==> src/rtl/tlf_pkg.sv <==
// Package for the torque limit and forced stop block: map, fields, resets, states
package tlf_pkg;
    // Register byte offsets on the APB slave
    localparam logic [7:0] ADDR_FWD_INT = 8'h00;
    localparam logic [7:0] ADDR_REV_INT = 8'h04;
    localparam logic [7:0] ADDR_FWD_EXT = 8'h08;
    localparam logic [7:0] ADDR_REV_EXT = 8'h0C;
    localparam logic [7:0] ADDR_ASSIGN  = 8'h10;
    localparam logic [7:0] ADDR_STATUS  = 8'h14;
    localparam logic [7:0] ADDR_MASK    = 8'h18;
    localparam logic [7:0] ADDR_LIMITS  = 8'h1C;
    localparam logic [7:0] ADDR_FLAGS   = 8'h20;

    // Cap settings in 1 % of rated torque
    localparam logic [9:0] CAP_MAX     = 10'h320;
    localparam logic [9:0] INT_CAP_RST = 10'h320;
    localparam logic [9:0] EXT_CAP_RST = 10'h064;

    // Assignment register fields
    localparam int         ASG_FWD_REQ  = 0;
    localparam int         ASG_REV_REQ  = 1;
    localparam int         ASG_FLAG_OUT = 2;
    localparam int         ASG_STOP_IN  = 3;
    localparam int         ASG_METH_LO  = 4;
    localparam logic [5:0] ASSIGN_RST   = 6'h00;

    // Stop methods
    localparam logic [1:0] METH_DYN_BRAKE = 2'h0;
    localparam logic [1:0] METH_FREE_RUN  = 2'h1;
    localparam logic [1:0] METH_DECEL     = 2'h2;

    // Status / mask, limits and flags register bit positions
    localparam int         EV_LIMIT_ON = 0;
    localparam int         EV_STOP_ON  = 1;
    localparam int         EV_STOP_OFF = 2;
    localparam int         EV_W        = 3;
    localparam int         LIM_REV_LO  = 16;
    localparam int         FLG_STATE_LO = 4;

    // Forced stop sequence states
    typedef enum logic [4:0] {
        FS_RUN   = 5'h01,
        FS_STOP  = 5'h02,
        FS_HOLD  = 5'h04,
        FS_OFFED = 5'h08,
        FS_BBED  = 5'h10
    } tlf_fs_state_t;

    typedef struct packed {
        logic        psel;
        logic        penable;
        logic        pwrite;
        logic [7:0]  paddr;
        logic [31:0] pwdata;
    } tlf_apb_req_t;

    typedef struct packed {
        logic        pready;
        logic [31:0] prdata;
        logic        pslverr;
    } tlf_apb_rsp_t;
endpackage

==> src/rtl/tlf_torque_limit.sv <==
// Torque limit selection and forced stop sequencing with APB registers
//
// Behaviour
// - Output torque never exceeds forward cap forward, reverse cap in reverse.
// - Internal caps take 0 to 800 percent, reset 800, act at once.
// - External caps take 0 to 800 percent, reset 100, act at once.
// - Forward request closed: forward limit is min of forward internal and external.
// - Forward request open: forward limit is the forward internal cap.
// - Reverse request closed: reverse limit is min of reverse internal and external.
// - Reverse request open: reverse limit is the reverse internal cap.
// - Limit requests do nothing until their input assignment bit is set.
// - Torque-limited flag is high exactly while output torque is being clipped.
// - Torque-limited flag drives its pin only when its output is assigned.
// - Forced stop needs its input assigned; stops by brake, free run or decel.
// - Stop input closed allows running; open stops the motor.
// - Forced stop shows on both the panel and the digital operator.
// - Forced stop is independent of the hardware base block path.
// - Servo-on during open stop latches it until off, base block, servo-on.
// - Output torque never exceeds the connected motor's maximum torque.
//
// Added by the designer: the APB interface to the registers and the address map.
`timescale 1ns/10ps
module tlf_torque_limit
    import tlf_pkg::*;
#(
    parameter int CAP_W = 10,
    parameter int TQ_W  = 12
) (
    input  wire logic                   core_clk_i,
    input  wire logic                   nrst_i,
    input  wire tlf_apb_req_t           apb_req_i,
    output tlf_apb_rsp_t                apb_rsp_o,
    input  wire logic                   fwd_limit_request_i,
    input  wire logic                   rev_limit_request_i,
    input  wire logic                   forced_stop_input_i,
    input  wire logic                   servo_on_cmd_i,
    input  wire logic                   servo_off_cmd_i,
    input  wire logic                   base_block_state_i,
    input  wire logic [CAP_W-1:0]       motor_max_torque_i,
    input  wire logic signed [TQ_W-1:0] torque_cmd_i,
    output logic signed [TQ_W-1:0]      torque_out_o,
    output logic                        torque_limited_flag_o,
    output logic                        torque_limited_flag_oe_o,
    output logic                        forced_stop_o,
    output logic [1:0]                  stop_method_o,
    output logic                        panel_stop_disp_o,
    output logic                        operator_stop_disp_o,
    output logic                        irq_o
);
    // Caps need ten bits for 800; torque must hold a cap with a sign bit
    if (CAP_W != 10 || TQ_W < CAP_W + 2) begin : g_bad_width
        $error("tlf_torque_limit: CAP_W must be 10 and TQ_W at least CAP_W+2");
    end

    typedef struct packed {
        logic [CAP_W-1:0]       fwd_int;
        logic [CAP_W-1:0]       rev_int;
        logic [CAP_W-1:0]       fwd_ext;
        logic [CAP_W-1:0]       rev_ext;
        logic [5:0]             asg;
        logic [EV_W-1:0]        status;
        logic [EV_W-1:0]        mask;
        logic [2:0]             sync_m;
        logic [2:0]             sync_s;
        tlf_fs_state_t          fs;
        logic signed [TQ_W-1:0] tq;
        logic                   limited;
        logic [31:0]            prdata;
        logic                   pslverr;
    } tlf_state_t;

    tlf_state_t s_q;
    tlf_state_t s_d;

    function automatic logic [CAP_W-1:0] cap_min(input logic [CAP_W-1:0] a,
                                                 input logic [CAP_W-1:0] b);
        return (a < b) ? a : b;
    endfunction

    // A written cap above 800 % is held at 800 % rather than wrapped
    function automatic logic [CAP_W-1:0] cap_wr(input logic [31:0] w);
        return (w > 32'(CAP_MAX)) ? CAP_MAX : w[CAP_W-1:0];
    endfunction

    function automatic logic mapped(input logic [7:0] a);
        return (a[1:0] == 2'h0) && (a <= ADDR_FLAGS);
    endfunction

    function automatic logic signed [TQ_W-1:0] widen(input logic [CAP_W-1:0] v);
        return $signed({{(TQ_W-CAP_W){1'b0}}, v});
    endfunction

    logic                   wr_acc;
    logic [CAP_W-1:0]       fwd_lim;
    logic [CAP_W-1:0]       rev_lim;
    logic [CAP_W-1:0]       fwd_eff;
    logic [CAP_W-1:0]       rev_eff;
    logic                   forced_stop_input_open;
    logic                   stopped;
    logic [EV_W-1:0]        ev;
    logic [EV_W-1:0]        w1c;
    logic                   clip;
    logic signed [TQ_W-1:0] tq_next;

    // Limit selection from synchronised requests, re-evaluated every cycle
    always_comb begin
        fwd_lim = s_q.fwd_int;
        if (s_q.asg[ASG_FWD_REQ] && s_q.sync_s[0]) begin
            fwd_lim = cap_min(s_q.fwd_int, s_q.fwd_ext);
        end
        rev_lim = s_q.rev_int;
        if (s_q.asg[ASG_REV_REQ] && s_q.sync_s[1]) begin
            rev_lim = cap_min(s_q.rev_int, s_q.rev_ext);
        end
        fwd_eff = cap_min(fwd_lim, motor_max_torque_i);
        rev_eff = cap_min(rev_lim, motor_max_torque_i);
    end

    // Forced stop only watches its input once assigned; base block is not an input here
    assign forced_stop_input_open = s_q.asg[ASG_STOP_IN] && !s_q.sync_s[2];
    assign stopped   = (s_q.fs != FS_RUN);

    always_comb begin
        s_d     = s_q;
        wr_acc  = apb_req_i.psel && apb_req_i.penable && apb_req_i.pwrite
                  && mapped(apb_req_i.paddr);
        w1c     = '0;
        clip    = 1'b0;
        tq_next = torque_cmd_i;

        // Input synchronisers: first stage feeds only the second
        s_d.sync_m = {forced_stop_input_i, rev_limit_request_i, fwd_limit_request_i};
        s_d.sync_s = s_q.sync_m;

        // Clamp the command to the direction's cap
        if (torque_cmd_i > widen(fwd_eff)) begin
            tq_next = widen(fwd_eff);
            clip    = 1'b1;
        end else if (torque_cmd_i < -widen(rev_eff)) begin
            tq_next = -widen(rev_eff);
            clip    = 1'b1;
        end
        // Brake and free-run stops cut torque; decel is left to the speed loop
        if (stopped && (s_q.asg[ASG_METH_LO +: 2] != METH_DECEL)) begin
            tq_next = '0;
            clip    = 1'b0;
        end
        s_d.tq      = tq_next;
        s_d.limited = clip;

        // Forced stop sequence
        case (s_q.fs)
            FS_RUN: begin
                if (forced_stop_input_open) begin
                    s_d.fs = FS_STOP;
                end
            end
            FS_STOP: begin
                if (servo_on_cmd_i) begin
                    s_d.fs = FS_HOLD;
                end else if (!forced_stop_input_open) begin
                    s_d.fs = FS_RUN;
                end
            end
            FS_HOLD: begin
                if (servo_off_cmd_i) begin
                    s_d.fs = FS_OFFED;
                end
            end
            FS_OFFED: begin
                if (base_block_state_i) begin
                    s_d.fs = FS_BBED;
                end
            end
            FS_BBED: begin
                if (servo_on_cmd_i) begin
                    s_d.fs = forced_stop_input_open ? FS_HOLD : FS_RUN;
                end
            end
            default: begin
                s_d.fs = FS_STOP;
            end
        endcase

        // Events: limiting began, stop entered, stop released
        ev              = '0;
        ev[EV_LIMIT_ON] = clip && !s_q.limited;
        ev[EV_STOP_ON]  = !stopped && (s_d.fs != FS_RUN);
        ev[EV_STOP_OFF] = stopped && (s_d.fs == FS_RUN);

        // Register writes take effect at the access edge
        if (wr_acc) begin
            case (apb_req_i.paddr)
                ADDR_FWD_INT: s_d.fwd_int = cap_wr(apb_req_i.pwdata);
                ADDR_REV_INT: s_d.rev_int = cap_wr(apb_req_i.pwdata);
                ADDR_FWD_EXT: s_d.fwd_ext = cap_wr(apb_req_i.pwdata);
                ADDR_REV_EXT: s_d.rev_ext = cap_wr(apb_req_i.pwdata);
                ADDR_ASSIGN:  s_d.asg     = apb_req_i.pwdata[5:0];
                ADDR_STATUS:  w1c         = apb_req_i.pwdata[EV_W-1:0];
                ADDR_MASK:    s_d.mask    = apb_req_i.pwdata[EV_W-1:0];
                default:      s_d.mask    = s_q.mask;
            endcase
        end
        // A new event beats a write-one-to-clear in the same cycle
        s_d.status = (s_q.status & ~w1c) | ev;

        // Read data is captured in the setup cycle and held through access
        if (apb_req_i.psel && !apb_req_i.penable) begin
            s_d.pslverr = !mapped(apb_req_i.paddr);
            s_d.prdata  = '0;
            case (apb_req_i.paddr)
                ADDR_FWD_INT: s_d.prdata[CAP_W-1:0] = s_q.fwd_int;
                ADDR_REV_INT: s_d.prdata[CAP_W-1:0] = s_q.rev_int;
                ADDR_FWD_EXT: s_d.prdata[CAP_W-1:0] = s_q.fwd_ext;
                ADDR_REV_EXT: s_d.prdata[CAP_W-1:0] = s_q.rev_ext;
                ADDR_ASSIGN:  s_d.prdata[5:0]       = s_q.asg;
                ADDR_STATUS:  s_d.prdata[EV_W-1:0]  = s_q.status;
                ADDR_MASK:    s_d.prdata[EV_W-1:0]  = s_q.mask;
                ADDR_LIMITS: begin
                    s_d.prdata[CAP_W-1:0]                = fwd_eff;
                    s_d.prdata[LIM_REV_LO +: CAP_W]      = rev_eff;
                end
                ADDR_FLAGS: begin
                    s_d.prdata[0]                 = s_q.limited;
                    s_d.prdata[1]                 = stopped;
                    s_d.prdata[FLG_STATE_LO +: 5] = s_q.fs;
                end
                default:      s_d.prdata = '0;
            endcase
        end
    end

    // Single state register; synchronous reset
    always_ff @(posedge core_clk_i) begin
        if (!nrst_i) begin
            s_q         <= '0;
            s_q.fwd_int <= INT_CAP_RST;
            s_q.rev_int <= INT_CAP_RST;
            s_q.fwd_ext <= EXT_CAP_RST;
            s_q.rev_ext <= EXT_CAP_RST;
            s_q.asg     <= ASSIGN_RST;
            s_q.fs      <= FS_RUN;
        end else begin
            s_q <= s_d;
        end
    end

    // Zero-wait slave: answer in the first access cycle
    assign apb_rsp_o.pready  = apb_req_i.psel && apb_req_i.penable;
    assign apb_rsp_o.prdata  = s_q.prdata;
    assign apb_rsp_o.pslverr = s_q.pslverr;

    assign torque_out_o             = s_q.tq;
    assign torque_limited_flag_o    = s_q.limited && s_q.asg[ASG_FLAG_OUT];
    assign torque_limited_flag_oe_o = s_q.asg[ASG_FLAG_OUT];
    assign forced_stop_o            = stopped;
    assign stop_method_o            = s_q.asg[ASG_METH_LO +: 2];
    assign panel_stop_disp_o        = stopped;
    assign operator_stop_disp_o     = stopped;
    assign irq_o                    = |(s_q.status & s_q.mask);
endmodule

==> config.mk <==
export PLATFORM = sky130hd
export DESIGN_NAME = tlf_torque_limit
export DESIGN_NICKNAME = d
export VERILOG_FILES = /design/src/rtl/tlf_pkg.sv /design/src/rtl/tlf_torque_limit.sv
export SDC_FILE = /design/constraint.sdc
export NUM_CORES = 1
export LEC_CHECK = 0
export ABC_AREA = 1
export BUFFER_PORTS_ARGS = -buffer_cell sky130_fd_sc_hd__buf_2
export CAP_MARGIN = 5
export CORE_MARGIN = 4
export CORE_UTILIZATION = 35
export DETAILED_ROUTE_END_ITERATION = 8
export GPL_TIMING_DRIVEN = 0
export PLACE_DENSITY = 0.55
export SETUP_SLACK_MARGIN = 0.02
export SYNTH_ARGS = -nofsm -noshare
export SYNTH_HDL_FRONTEND = slang
export SYNTH_SLANG_ARGS = --single-unit
==> constraint.sdc <==
create_clock -name core_clk_i -period 5.26 [get_ports core_clk_i]
set_input_delay 1.315 -clock core_clk_i [delete_from_list [all_inputs] [get_ports core_clk_i]]
set_output_delay 1.315 -clock core_clk_i [all_outputs]
set_load 0.005 [all_outputs]
==> metrics.txt <==
vias in the first global route=6594; initial antenna violation count=0; Place WS=-0.702 ns; MaxCap Viol Count=0; Slew @ Worst Pin=0.972 ns; die height=149 um; Max Freq=0.192 GHz; Critical Path RT=5.51 ns; r2r startpoint=s_q[78]; Final Skew=0.0125 ns; Leak=4.58 nW; DRC Markers=0; row cnt=51; RSZ-0062 raised after global routing=true; CP arrival=5.46 ns; CP most frequent cell=ha_4; die span in x=149 um; Slew Limit Headroom=34.6%; H-tree depth=3; internal power=1.27 mW; CTS tree=built; final worst path period need=5.22 ns; NetSw=0.576 mW; # hold bufs at CTS=0; FF-to-FF setup slack=0.04 ns; DIE AREA=22100 um^2; Initial Util=35.6%; CTS buffer count=9; share of the yosys chip area belonging to registers=28.0%; clock network power share=36.3%; commonest non-fill, non-tap cell in the layout=nand2_1; async set or reset register ratio after synthesis=0%; worst setup path startpoint=s_q[78]; critical path startpoint category=flip-flop; Layout area overhead=32.4%; Crit Path Max Fanout=6; mapped cell area=6930 um^2; post-DR wirelength/cell=15.8 um; share of cells above drive strength 1=30.3%; area share of the largest cell type after synthesis=28.0%; reg2reg end=s_q[60]; Util after Layout=47.2%; Synth area leaders=dfxtp_1 28%, nand2_1 14%, ha_1 10%; Net Sw Frac=31.3%; Cell Area, Placed=7870 um^2; Distinct cells, synth=47; Post-Syn Area per Cell=6.55 um^2; DRT antenna net count=0; Crit path largest cell delay=0.38 ns; Root Driver=clkbuf_16; EDFF count, synth=0; dpl hpwl=18.2 mm; Core Area=19500 um^2; Hold Path Class=flip-flop to flip-flop; placed cell count=1448; final std cells w/o fill=1497; GRT overflow=0; GR Util All Layers=20.1%; worst setup path end=s_q[60]; instance count of the mapped netlist=1059; drt first pass iters=5; Peak VDD IR=0.164 mV; Worst path slowest cell=dfxtp_4; Final Max Slew Viols=0; hold slack=0.413 ns; first-pass GRT wire length=34.7 mm; Logic pwr share=22.4%; nets@finish=1358; largest net degree at the start of global routing=20; most frequent cells in the layout=224 x nand2_1, 170 x inv_1, 117 x buf_2; register share of total power=41.3%; clk slew on worst S/H paths=0.08 ns; initial DRC count=361; total wire length=23.6 mm; cell area after layout=9180 um^2; part of the cycle the worst path needs=99.2%; Crit Path Class=flip-flop to flip-flop; Synth Warn #=0; CP endpoint kind=flip-flop; Vias=7309; setup tns final=0 ns; input/output buffers=113; pwr dens=201 nW/um^2; Seq cells post-synth=97; outcome=complete, no violations; Pwr Total=1.84 mW; final setup fails=0; Synth Flop Type=dfxtp_1; ANT cells=0; Avg Vias per Cell=4.88; clk sinks=97; Clk Latency, worst-skew pair=0.36 ns; Final Hold Fails=0; Ports=127; top cell type by total area after synthesis=dfxtp_1; CTS max path bufs=2; Register-to-Register Path Depth=33; gpl congestion=0.900; fin worst setup slack=0.0424 ns
==> cells in the mapped netlist (all sizes together), types with 2 or more instances <==
library cell / number
nand2: 264
inv: 190
a21oi: 103
dfxtp: 97
o21ai: 88
buf: 59
ha: 58
nand3: 45
nor2: 43
clkbuf: 17
nor3: 17
o22ai: 17
nor4: 10
a211oi: 7
nand4: 6
xor2: 5
or2: 4
clkinv: 3
o211ai: 3
o31ai: 3
a2111oi: 2
o2111ai: 2
o21a: 2
o221a: 2
==> final cells by class <==
class | count | area, um^2
Fill cell | 2040 | 10300
Multi-Input combinational cell | 705 | 4470
Sequential cell | 97 | 1970
Timing Repair Buffer | 145 | 836
Inverter | 193 | 742
Buffer | 76 | 544
Tap cell | 265 | 332
Clock buffer | 9 | 225
Clock inverter | 7 | 67.6
==> critical path, delay by kind of cell (launching register included) <==
family	cells	cell delay, ns
compound gates	7	1.11
simple gates	14	1.71
flops	1	0.38
fa+ha+maj	4	0.94
xor+xnor	1	0.24
buf+inv	7	0.68
==> kinds of logic (layout without fill, tap and decap cells) <==
family,Yosys count,after routing,share of synthesized area [%]
XOR/XNOR,5,5,0.632
adder cells (fa/ha/maj),58,58,10.5
buffers and inverters,269,430,17.6
AND/OR/NAND/NOR,390,391,23.9
flip-flops,97,97,28.0
other,1,12,0.0541
AO/OA/AOI/OAI,239,239,19.4
==> metal layers <==
metal  global-route usage [%]  wire (um)
met5                        0          0
met4                     7.37        762
met3                     2.95       1210
met2                     34.7      11600
met1                     25.4      10100
==> registers in the layout, indices dropped and copies added (netlist names) <==
name / cells
s_q: 58
apb_rsp_o: 21
torque_out_o: 12
s_d: 3
stop_method_o: 2
torque_limited_flag_oe_o: 1
==> how the worst min path moves through the flow <==
stage	cells after the start	from	end
5_1_grt	2	s_d[53]	s_q[53]
3_5_place_dp	2	s_d[51]	s_q[51]
6_report	2	s_d[51]	s_q[51]
3_3_place_gp	2	s_d[53]	s_q[53]
2_1_floorplan	2	s_d[51]	s_q[51]
4_1_cts	2	s_d[53]	s_q[53]
==> power by group through the flow <==
stage | sequential, mW | combinational [mW] | clock (mW)
2_1_floorplan | 0.779 | 0.225 | 0
3_3_place_gp | 0.781 | 0.338 | 0
3_5_place_dp | 0.782 | 0.340 | 0
4_1_cts | 0.764 | 0.359 | 0.676
5_1_grt | 0.764 | 0.460 | 0.714
6_report | 0.762 | 0.413 | 0.668
==> timing repair <==
item / in CTS / in global routing
buffers inserted: 12 / 15
resized for setup: 60 / 147
pin swaps: 17 / 44
gates cloned: 2 / 4
endpoints found under the setup margin: 14 / 14
No activity file was read; power rests on OpenSTA's default activity.
